**config.mk**
```make
export PLATFORM = sky130hd
export DESIGN_NAME = scp_top
export DESIGN_NICKNAME = d
export VERILOG_FILES = /design/src/hdl/scp_pkg.sv /design/src/hdl/scp_baud.sv /design/src/hdl/scp_top.sv
export SDC_FILE = /design/constraint.sdc
export NUM_CORES = 1
export LEC_CHECK = 0
export BUFFER_PORTS_ARGS = -buffer_cell sky130_fd_sc_hd__buf_4
export CORE_ASPECT_RATIO = 1.25
export CORE_MARGIN = 2
export CORE_UTILIZATION = 25
export DETAILED_ROUTE_END_ITERATION = 8
export PLACE_DENSITY = 0.42
export SLEW_MARGIN = 20
export SYNTH_ARGS = -nofsm -noshare
export SYNTH_HDL_FRONTEND = slang
export SYNTH_SLANG_ARGS = --single-unit
```
**constraint.sdc**
```tcl
create_clock -name clk -period 5.4 [get_ports clk]
set_input_delay 1.62 -clock clk [delete_from_list [all_inputs] [get_ports clk]]
set_output_delay 1.62 -clock clk [all_outputs]
set_load 0.02 [all_outputs]
```
**src/hdl/scp_pkg.sv**
```systemverilog
package scp_pkg;
  localparam logic [31:0] SCP_MODE_OFS   = 32'h0000_0000;
  localparam logic [31:0] SCP_RATE_OFS   = 32'h0000_0004;
  localparam logic [31:0] SCP_CTRL_OFS   = 32'h0000_0008;
  localparam logic [31:0] SCP_TXD_OFS    = 32'h0000_000C;
  localparam logic [31:0] SCP_STAT_OFS   = 32'h0000_0010;
  localparam logic [31:0] SCP_RXD_OFS    = 32'h0000_0014;
  localparam logic [31:0] SCP_CARD_OFS   = 32'h0000_0018;
  // mode register fields
  localparam int SCP_MODE_ODD_BIT = 4;
  localparam int SCP_MODE_CKS_LO  = 0;
  localparam logic [7:0] SCP_MODE_RST = 8'h00;
  // control register fields
  localparam int SCP_CTRL_TIE_BIT = 7;
  localparam int SCP_CTRL_RIE_BIT = 6;
  localparam int SCP_CTRL_TE_BIT  = 5;
  localparam int SCP_CTRL_RE_BIT  = 4;
  localparam int SCP_CTRL_CKE_BIT = 0;
  localparam logic [7:0] SCP_CTRL_RST = 8'h00;
  // status register fields
  localparam int SCP_ST_TX_BUFFER_EMPTY_FLAG_BIT = 7;
  localparam int SCP_ST_RX_FULL_FLAG_BIT = 6;
  localparam int SCP_ST_OVERRUN_FLAG_BIT = 5;
  localparam int SCP_ST_ERS_BIT  = 4;
  localparam int SCP_ST_PER_BIT  = 3;
  localparam int SCP_ST_TX_DONE_FLAG_BIT = 2;
  // card mode register fields; rate register reset value
  localparam int SCP_CARD_DIR_BIT = 3;
  localparam int SCP_CARD_INV_BIT = 2;
  localparam int SCP_CARD_CARD_MODE_SELECT_BIT = 0;
  localparam logic [7:0] SCP_RATE_RST = 8'hFF;
  // timing in basic-clock ticks and bit periods
  localparam int          SCP_TICKS_PER_BIT = 372;
  localparam logic [8:0]  SCP_ETU_LAST      = 9'd371;
  localparam logic [8:0]  SCP_HALF_ETU      = 9'd186;
  localparam int          SCP_PRE_BASE      = 1488 / 372 / 4;
  localparam logic [3:0]  SCP_RX_ERR_BIT    = 4'd10;
  localparam logic [3:0]  SCP_TX_ERS_BIT    = 4'd11;
  localparam logic [3:0]  SCP_TX_END_BIT    = 4'd12;
  localparam logic [3:0]  SCP_TX_RETRY_BIT  = 4'd13;

  typedef struct packed {
    logic       odd;
    logic [1:0] cks;
    logic [7:0] divisor;
    logic       cke;
    logic       dir_msb;
    logic       inv;
    logic       card_mode_select;
  } scp_cfg_t;
endpackage : scp_pkg

```
**src/hdl/scp_baud.sv**
```systemverilog
`timescale 1ns/1ps
// basic clock of 372 ticks per bit plus card clock
module scp_baud (
  // system
  input  wire logic              clk,
  input  wire logic              srst,
  // settings
  input  wire scp_pkg::scp_cfg_t cfg,
  // outputs
  output logic                   tick,
  output logic                   card_clk
);
  import scp_pkg::*;

  logic [16:0] pre_reg;
  logic [16:0] pre_next;
  logic [16:0] pre_last;
  logic        ck_reg;
  logic        ck_next;

  // half-period of basic clock = 2^(2n) * (N+1) system clocks
  always_comb begin
    pre_last = 17'((({9'd0, cfg.divisor} + 17'd1) << (2 * cfg.cks)) * SCP_PRE_BASE - 1);
  end

  always_comb begin
    pre_next = pre_reg + 17'd1;
    ck_next  = ck_reg;
    if (!cfg.card_mode_select) begin
      pre_next = '0;
      ck_next  = 1'b0;
    end else if (pre_reg >= pre_last) begin
      pre_next = '0;
      ck_next  = ~ck_reg;
    end
  end

  always_ff @(posedge clk) begin
    if (srst) begin
      pre_reg  <= '0;
      ck_reg   <= 1'b0;
      tick     <= 1'b0;
      card_clk <= 1'b0;
    end else begin
      pre_reg  <= pre_next;
      ck_reg   <= ck_next;
      tick     <= cfg.card_mode_select && pre_reg >= pre_last && ck_reg;
      card_clk <= cfg.cke && ck_next;
    end
  end
endmodule : scp_baud

```
**src/hdl/scp_top.sv**
```systemverilog
`timescale 1ns/1ps
module scp_top (
  // system
  input  wire logic        clk,
  input  wire logic        srst,
  // apb
  input  wire logic        psel,
  input  wire logic        penable,
  input  wire logic        pwrite,
  input  wire logic [31:0] paddr,
  input  wire logic [31:0] pwdata,
  output logic      [31:0] prdata,
  output logic             pready,
  output logic             pslverr,
  // card line, open drain
  input  wire logic        data_in,
  output logic             data_out,
  output logic             data_oe,
  output logic             card_clock_pin,
  // interrupts
  output logic             tx_irq,
  output logic             rx_irq,
  output logic             error_irq
);
  import scp_pkg::*;

  typedef enum logic [4:0] {
    SCP_IDLE  = 5'b00001,
    SCP_TX    = 5'b00010,
    SCP_RX    = 5'b00100,
    SCP_RXERR = 5'b01000,
    SCP_GUARD = 5'b10000
  } scp_state_t;

  function automatic logic sel_bit(input logic [7:0] d, input logic msb, input logic [3:0] i);
    sel_bit = msb ? d[3'(7 - i)] : d[3'(i)];
  endfunction : sel_bit

  // registers
  logic [7:0]  mode_reg;
  logic [7:0]  mode_next;
  logic [7:0]  rate_reg;
  logic [7:0]  rate_next;
  logic [7:0]  ctrl_reg;
  logic [7:0]  ctrl_next;
  logic [7:0]  card_reg;
  logic [7:0]  card_next;
  logic [7:0]  txd_reg;
  logic [7:0]  txd_next;
  logic [7:0]  rxd_reg;
  logic [7:0]  rxd_next;
  logic        tx_buffer_empty_flag_reg;
  logic        tx_buffer_empty_flag_next;
  logic        rx_full_flag_reg;
  logic        rx_full_flag_next;
  logic        overrun_flag_reg;
  logic        overrun_flag_next;
  logic        ers_reg;
  logic        ers_next;
  logic        per_reg;
  logic        per_next;
  logic        tx_done_flag_reg;
  logic        tx_done_flag_next;
  logic        tx_buffer_empty_flag_rd_reg;
  logic        tx_buffer_empty_flag_rd_next;
  scp_cfg_t    cfg;
  logic        tick;
  logic        card_clk;
  logic        rx_s1;
  logic        rx_s2;
  logic        rx_prev;
  logic        wr;
  logic        rd;
  logic [31:0] rdata;

  // transfer engine
  scp_state_t  st_reg;
  scp_state_t  st_next;
  logic [8:0]  tk_reg;
  logic [8:0]  tk_next;
  logic [3:0]  bit_reg;
  logic [3:0]  bit_next;
  logic [7:0]  sh_reg;
  logic [7:0]  sh_next;
  logic        par_reg;
  logic        par_next;
  logic        drv_reg;
  logic        drv_next;
  logic        err_seen_reg;
  logic        err_seen_next;
  logic        set_tx_done_flag;
  logic        set_ers;
  logic        set_rx_full_flag;
  logic        set_per;
  logic        set_overrun_flag;
  logic        clr_tx_done_flag;
  logic [7:0]  rx_word;

  assign cfg = '{odd: mode_reg[SCP_MODE_ODD_BIT], cks: mode_reg[SCP_MODE_CKS_LO +: 2],
                 divisor: rate_reg, cke: ctrl_reg[SCP_CTRL_CKE_BIT],
                 dir_msb: card_reg[SCP_CARD_DIR_BIT], inv: card_reg[SCP_CARD_INV_BIT],
                 card_mode_select: card_reg[SCP_CARD_CARD_MODE_SELECT_BIT]};

  scp_baud u_baud (
    .clk      (clk),
    .srst     (srst),
    .cfg      (cfg),
    .tick     (tick),
    .card_clk (card_clk)
  );

  assign wr = psel && penable && pwrite;
  assign rd = psel && !penable && !pwrite;

  // rebuild data from received shift bits, undo order and inversion
  always_comb begin
    for (int i = 0; i < 8; i++) begin
      rx_word[i] = sel_bit(sh_reg, cfg.dir_msb, 4'(i)) ^ cfg.inv;
    end
  end

  // transfer state machine
  always_comb begin
    st_next       = st_reg;
    tk_next       = tk_reg;
    bit_next      = bit_reg;
    sh_next       = sh_reg;
    par_next      = par_reg;
    drv_next      = 1'b0;
    err_seen_next = err_seen_reg;
    set_tx_done_flag = 1'b0;
    set_ers  = 1'b0;
    set_rx_full_flag = 1'b0;
    set_per  = 1'b0;
    set_overrun_flag = 1'b0;
    clr_tx_done_flag = 1'b0;
    case (st_reg)
      SCP_IDLE: begin
        tk_next  = '0;
        bit_next = '0;
        // start on a tick so the start bit spans a whole etu
        if (cfg.card_mode_select && ctrl_reg[SCP_CTRL_TE_BIT] && !tx_buffer_empty_flag_reg && tick) begin
          st_next       = SCP_TX;
          sh_next       = txd_reg;
          err_seen_next = 1'b0;
        end else if (cfg.card_mode_select && ctrl_reg[SCP_CTRL_RE_BIT] && rx_prev && !rx_s2) begin
          st_next  = SCP_RX;
          par_next = 1'b0;
        end
      end
      SCP_TX: begin
        // start, 8 data, parity driven; line released after
        if (bit_reg == 4'd0) drv_next = 1'b1;
        else if (bit_reg <= 4'd8)
          drv_next = ~(sel_bit(sh_reg, cfg.dir_msb, bit_reg - 4'd1) ^ cfg.inv);
        else if (bit_reg == 4'd9)
          drv_next = ~((^sh_reg) ^ cfg.odd); // parity on raw data, no inversion
        if (tick) begin
          tk_next = tk_reg + 9'd1;
          // error signal sampled mid-bit 11
          if (bit_reg == SCP_TX_ERS_BIT - 4'd1 && tk_reg == SCP_HALF_ETU && !rx_s2)
            err_seen_next = 1'b1;
          if (tk_reg == SCP_ETU_LAST) begin
            tk_next  = '0;
            bit_next = bit_reg + 4'd1;
            if (bit_reg == SCP_TX_ERS_BIT - 4'd1) set_ers = err_seen_reg;
            if (bit_reg == SCP_TX_RETRY_BIT - 4'd1 && err_seen_reg) begin
              st_next  = SCP_TX; // resend same character
              bit_next = '0;
              err_seen_next = 1'b0;
            end else if (bit_reg == SCP_TX_END_BIT - 4'd1 && !err_seen_reg) begin
              st_next  = SCP_IDLE; // two bits guard after parity
              set_tx_done_flag = 1'b1;
            end
          end
        end
        if (!ctrl_reg[SCP_CTRL_TE_BIT]) st_next = SCP_IDLE;
      end
      SCP_RX: begin
        if (tick) begin
          tk_next = tk_reg + 9'd1;
          if (tk_reg == SCP_HALF_ETU && bit_reg != 4'd0) begin
            if (bit_reg <= 4'd8) sh_next = {rx_s2, sh_reg[7:1]};
            else par_next = rx_s2;
          end
          if (tk_reg == SCP_ETU_LAST) begin
            tk_next  = '0;
            bit_next = bit_reg + 4'd1;
          end
          if (bit_reg == 4'd10 && tk_reg == '0) begin
            // check at 10 bit periods, error window opens at 10.5
            if ((^(rx_word ^ {8{cfg.inv}})) ^ par_reg ^ cfg.odd) begin
              set_per = 1'b1;
              if (rx_full_flag_reg) set_overrun_flag = 1'b1;
              st_next = SCP_RXERR;
              tk_next = '0;
            end else begin
              if (rx_full_flag_reg) set_overrun_flag = 1'b1;
              else set_rx_full_flag = 1'b1;
              st_next = SCP_GUARD;
            end
          end
        end
        if (!ctrl_reg[SCP_CTRL_RE_BIT]) st_next = SCP_IDLE;
      end
      SCP_RXERR: begin
        // low from 10.5 to 11.5 bit periods
        drv_next = tk_reg >= SCP_HALF_ETU || bit_reg == 4'd11;
        if (tick) begin
          tk_next = tk_reg + 9'd1;
          if (tk_reg == SCP_ETU_LAST) begin
            tk_next  = '0;
            bit_next = bit_reg + 4'd1;
          end
          if (bit_reg == 4'd11 && tk_reg == SCP_HALF_ETU) begin
            drv_next = 1'b0;
            st_next  = SCP_GUARD;
          end
        end
      end
      SCP_GUARD: begin
        if (rx_s2) st_next = SCP_IDLE;
      end
      default: st_next = SCP_IDLE;
    endcase
    if (!cfg.card_mode_select) st_next = SCP_IDLE;
    if (wr && paddr == SCP_STAT_OFS && tx_buffer_empty_flag_rd_reg && !pwdata[SCP_ST_TX_BUFFER_EMPTY_FLAG_BIT])
      clr_tx_done_flag = 1'b1;
  end

  // registers and flags; hardware set wins over software clear
  always_comb begin
    mode_next = mode_reg;
    rate_next = rate_reg;
    ctrl_next = ctrl_reg;
    card_next = card_reg;
    txd_next  = txd_reg;
    tx_buffer_empty_flag_rd_next = tx_buffer_empty_flag_rd_reg;
    tx_buffer_empty_flag_next = tx_buffer_empty_flag_reg;
    rx_full_flag_next = rx_full_flag_reg;
    overrun_flag_next = overrun_flag_reg;
    ers_next  = ers_reg;
    per_next  = per_reg;
    tx_done_flag_next = tx_done_flag_reg;
    rxd_next  = rxd_reg;
    if (rd && paddr == SCP_STAT_OFS) tx_buffer_empty_flag_rd_next = tx_buffer_empty_flag_reg;
    if (wr) begin
      case (paddr)
        SCP_MODE_OFS: mode_next = pwdata[7:0];
        SCP_RATE_OFS: rate_next = pwdata[7:0];
        SCP_CTRL_OFS: ctrl_next = pwdata[7:0];
        SCP_CARD_OFS: card_next = pwdata[7:0] & 8'h0D;
        SCP_TXD_OFS:  txd_next  = pwdata[7:0];
        SCP_STAT_OFS: begin
          if (tx_buffer_empty_flag_rd_reg && !pwdata[SCP_ST_TX_BUFFER_EMPTY_FLAG_BIT]) tx_buffer_empty_flag_next = 1'b0;
          if (!pwdata[SCP_ST_RX_FULL_FLAG_BIT]) rx_full_flag_next = 1'b0;
          if (!pwdata[SCP_ST_OVERRUN_FLAG_BIT]) overrun_flag_next = 1'b0;
          if (!pwdata[SCP_ST_ERS_BIT])  ers_next  = 1'b0;
          if (!pwdata[SCP_ST_PER_BIT])  per_next  = 1'b0;
          tx_buffer_empty_flag_rd_next = 1'b0;
        end
        default: ;
      endcase
    end
    if (clr_tx_done_flag) tx_done_flag_next = 1'b0;
    if (st_reg == SCP_IDLE && st_next == SCP_TX) tx_buffer_empty_flag_next = 1'b1;
    if (!ctrl_reg[SCP_CTRL_TE_BIT] && !ers_reg) tx_done_flag_next = 1'b1;
    if (set_tx_done_flag) tx_done_flag_next = 1'b1;
    if (set_ers)  ers_next  = 1'b1;
    if (set_per)  per_next  = 1'b1;
    if (set_overrun_flag) overrun_flag_next = 1'b1;
    if (set_rx_full_flag) rx_full_flag_next = 1'b1;
    if ((set_rx_full_flag || set_per) && !rx_full_flag_reg) rxd_next = rx_word;
  end

  always_comb begin
    rdata = '0;
    case (paddr)
      SCP_MODE_OFS: rdata[7:0] = mode_reg;
      SCP_RATE_OFS: rdata[7:0] = rate_reg;
      SCP_CTRL_OFS: rdata[7:0] = ctrl_reg;
      SCP_TXD_OFS:  rdata[7:0] = txd_reg;
      SCP_STAT_OFS: rdata[7:0] = {tx_buffer_empty_flag_reg, rx_full_flag_reg, overrun_flag_reg, ers_reg,
                                  per_reg, tx_done_flag_reg, 2'b00};
      SCP_RXD_OFS:  rdata[7:0] = rxd_reg;
      SCP_CARD_OFS: rdata[7:0] = card_reg;
      default:      rdata = '0;
    endcase
  end

  always_ff @(posedge clk) begin
    if (srst) begin
      mode_reg <= SCP_MODE_RST;
      rate_reg <= SCP_RATE_RST;
      ctrl_reg <= SCP_CTRL_RST;
      card_reg <= '0;
      txd_reg  <= '0;
      rxd_reg  <= '0;
      tx_buffer_empty_flag_reg <= 1'b1;
      tx_buffer_empty_flag_rd_reg <= 1'b0;
      rx_full_flag_reg <= 1'b0;
      overrun_flag_reg <= 1'b0;
      ers_reg  <= 1'b0;
      per_reg  <= 1'b0;
      tx_done_flag_reg <= 1'b1;
      st_reg   <= SCP_IDLE;
      tk_reg   <= '0;
      bit_reg  <= '0;
      sh_reg   <= '0;
      par_reg  <= 1'b0;
      drv_reg  <= 1'b0;
      err_seen_reg <= 1'b0;
      rx_s1    <= 1'b1;
      rx_s2    <= 1'b1;
      rx_prev  <= 1'b1;
      prdata   <= '0;
      pready   <= 1'b0;
      pslverr  <= 1'b0;
      data_out <= 1'b0;
      data_oe  <= 1'b0;
      card_clock_pin <= 1'b0;
      tx_irq   <= 1'b0;
      rx_irq   <= 1'b0;
      error_irq <= 1'b0;
    end else begin
      mode_reg <= mode_next;
      rate_reg <= rate_next;
      ctrl_reg <= ctrl_next;
      card_reg <= card_next;
      txd_reg  <= txd_next;
      rxd_reg  <= rxd_next;
      tx_buffer_empty_flag_reg <= tx_buffer_empty_flag_next;
      tx_buffer_empty_flag_rd_reg <= tx_buffer_empty_flag_rd_next;
      rx_full_flag_reg <= rx_full_flag_next;
      overrun_flag_reg <= overrun_flag_next;
      ers_reg  <= ers_next;
      per_reg  <= per_next;
      tx_done_flag_reg <= tx_done_flag_next;
      st_reg   <= st_next;
      tk_reg   <= tk_next;
      bit_reg  <= bit_next;
      sh_reg   <= sh_next;
      par_reg  <= par_next;
      drv_reg  <= drv_next;
      err_seen_reg <= err_seen_next;
      rx_s1    <= data_in;
      rx_s2    <= rx_s1;
      rx_prev  <= rx_s2;
      pready   <= psel && !penable;
      pslverr  <= 1'b0;
      if (rd) prdata <= rdata;
      data_out <= 1'b0;
      data_oe  <= cfg.card_mode_select && drv_next; // released pin is high Z
      card_clock_pin <= card_clk;
      tx_irq   <= tx_done_flag_next && ctrl_next[SCP_CTRL_TIE_BIT];
      rx_irq   <= rx_full_flag_next && ctrl_next[SCP_CTRL_RIE_BIT];
      error_irq <= (overrun_flag_next || per_next || ers_next) && ctrl_next[SCP_CTRL_RIE_BIT];
    end
  end
endmodule : scp_top
```
==> metrics.csv <==
stage,metric,value,unit
worst_setup_path,slowest_stage,dfxtp_1,
worst_setup_path,required,5750,ps
timing,hold_viol,0,
final_layout,nets,1031,
power_and_ir_drop,power.internal,1690,uW
cts,cts_resized,0,
global_route,grt_overflow,0,
logic_synthesis,synth_edf_count,0,
cts,root_buffer,clkbuf_16,
worst_hold_path,hp-class,reg2reg,
timing,rsz0062_at_grt,false,
timing,hold_slack,407,ps
logic_synthesis,ys_ff_latch,115,
cts,post-cts-setup-buffers,0,
worst_setup_path,crit_path_max_fanout,16,
die,die_w,155,um
worst_setup_path,critPathMaxStageDelay,470,ps
cts,path_clk_slew,60,ps
cts,h-tree-depth,4,
run_status,status,completed,
worst_setup_path,critPathTopFamily,compound AO/OA/AOI/OAI gates,
place,gp_congestion,0.797,
timing,drv_slew,0,
die,start_util,0.252,
job,maxCapViolCount,0,
final_layout,num_antenna_cells,0,
die,io-pin-count,110,
power_and_ir_drop,p_per_area,256,nW/um^2
logic_synthesis,syn-cell-area,7100,um^2
drt,wl,20800,um
power_and_ir_drop,p_seq_frac,0.396,
timing,worst_slew_margin_rel,0.438,
power_and_ir_drop,p_leak,0.00319,uW
power_and_ir_drop,power.switching,457,uW
worst_setup_path,crit_chain,ha_1 -> nand3_2 -> or3_1 -> o211ai_1 -> o32ai_2 -> nand3_1 -> nor2_1 -> a21bo_1 -> xor2_1 -> ha_1 -> nand4_1 -> nor4_1 -> a211o_1 -> a21o_1 -> a211o_1 -> inv_1 -> nand3_1 -> buf_4 -> nor2_1,
global_route,grt_usage,0.144,
power_and_ir_drop,vdd_ir_drop_max,0.136,mV
timing,worst_pin_slew,843,ps
timing,setup_violations,0,
drt,num_vias,6227,
cts,cts.sinks,115,
logic_synthesis,async_flop_share,0,
global_route,grt_pass1_wl,33500,um
logic_synthesis,synth-seq-area-share,0.324,
logic_synthesis,yosysWarningCount,0,
final_layout,drive_gt1_frac,0.132,
worst_setup_path,startpoint_type,register,
die,dieArea,29800,um^2
worst_setup_path,path_class,reg2reg,
place,place_hpwl,15700,um
power_and_ir_drop,switching_share,0.213,
worst_setup_path,endpoint_kind,register,
logic_synthesis,synth_cell_type_count,78,
global_route,grt_start_max_net_pins,60,
logic_synthesis,synth_ff_type,dfxtp_1,
final_layout,area_delta_synth_final,18.1,%
cts,clockBufferDepth,2,
global_route,antenna_found_initial,0,
cts,cts_tree,yes,
logic_synthesis,ys_top_cells_by_area,"dfxtp_1, a21oi_1, nor2_1, nand2_1, nand3_1",
global_route,first_global_vias,6093,
drt,routed_via_density,4.79,
worst_setup_path,cp_num_buf_inv,2,
die,die_y,192,um
final_layout,fillers,3033,
drt,drtIter0Drc,296,
timing,tns,0,ps
place,dpl_worst_slack,1000,ps
die,core-area,28200,um^2
die,row_count,69,
final_layout,largest_reg_flops,17,
timing,skew,12.3,ps
final_layout,final_core_util,0.297,
cts,cts_inserted_buffers,17,
logic_synthesis,synth_area_leader_cell,dfxtp_1,
power_and_ir_drop,combPwrFrac,0.035,
cts,ctsHoldBuffers,0,
logic_synthesis,syn_inst,897,
logic_synthesis,post-synth-top-area-fraction,0.324,
place,portBuffers,59,
drt,drt_first_pass_iters,5,
worst_setup_path,cp.arrival,4700,ps
power_and_ir_drop,clockPowerShare,0.569,
drt,drc,0,
cts,clock_latency,410,ps
timing,max_freq,230,MHz
logic_synthesis,avgSynthCellArea,7.92,um^2
timing,fin_crit_sh,0.806,
timing,timing.final.ws_setup,1050,ps
drt,routedWlPerCell,16.0,um
drt,ant_nets,0,
timing,fin_crit,4350,ps
## per-layer routing
layer  GRT usage  up-vias  share of wire
li1            -     3198              -
met1       0.167     2927           0.44
met2       0.270       84           0.53
met3      0.0216       18          0.017
met4      0.0442        0          0.015
met5           0        -              0
## layout make-up
class	count	area, um^2	area share
timing repair buffer	70	526	0.0627
multi-input combinational	711	4410	0.526
tap	355	444	0.0530
inverter	19	71.3	0.00850
clock buffer	21	480	0.0573
clock inverter	10	154	0.0184
sequential	115	2300	0.275
## power groups by stage
stage	logic (uW)	clock network, uW	registers, uW
6_report	75.2	1220	851
5_1_grt	81.5	1290	850
4_1_cts	76.1	1260	850
3_5_place_dp	76.0	0	869
3_3_place_gp	75.9	0	869
2_1_floorplan	50.1	0	869
## synth_stat cells, types with 4 or more instances
cell type  count
a21o_1        14
a21oi_1       81
a222oi_1      11
a22oi_1        6
a31oi_1        8
and2_1         7
and3_1         9
buf_2         10
buf_4         30
clkbuf_1      37
dfxtp_1      115
ha_1          27
inv_1         18
mux2i_1       14
mux4_2         4
nand2_1      101
nand2b_1      13
nand3_1       75
nand4_1       14
nor2_1       107
nor2b_1        7
nor3_1        15
nor4_1        11
o211ai_1       4
o21a_1         7
o21ai_0       19
or3_1          4
xnor2_1       24
xor2_1        33
## cell usage in the layout, fill, tap and decap left out, drive strengths merged, types with 13 or more instances in the layout
cell type | synthesis | layout
a21o | 14 | 14
a21oi | 81 | 81
buf | 40 | 70
clkbuf | 37 | 21
conb | 1 | 26
dfxtp | 115 | 115
ha | 27 | 27
inv | 19 | 19
mux2i | 14 | 14
nand2 | 102 | 102
nand2b | 13 | 13
nand3 | 76 | 76
nand4 | 15 | 15
nor2 | 107 | 107
nor3 | 17 | 17
o21ai | 21 | 21
xnor2 | 25 | 25
xor2 | 34 | 34
## through the flow
| step | instance area (um^2) | instances | power (uW) |
|---|---|---|---|
| after detailed placement | 7750 | 1270 | 945 |
| after global placement | 7750 | 1270 | 945 |
| after global routing | 8390 | 1301 | 2220 |
| after CTS | 8390 | 1301 | 2180 |
| after floorplan | 7200 | 922 | 919 |
| final | 8390 | 1301 | 2150 |
## path summary, 6_finish.rpt
kind	from	end	slack [ps]	cells past startpoint
max	rate_reg[1]	u_baud.pre_reg[14]	1050	19
min	rx_s1	rx_s2	410	1
max reg2reg	rate_reg[1]	u_baud.pre_reg[14]	1050	19
min reg2reg	rx_s1	rx_s2	410	1
## cells by family after synthesis
logic type	after synthesis	synth area share
multiplexers	20	0.0377
adder cells (fa/ha/maj)	27	0.0476
AND/OR/NAND/NOR	393	0.273
flip-flops	115	0.324
AO/OA/AOI/OAI	185	0.171
other	1	0.000528
XOR/XNOR	60	0.0780
buffers and inverters	96	0.0683
No activity file was read; power rests on OpenSTA's default activity.
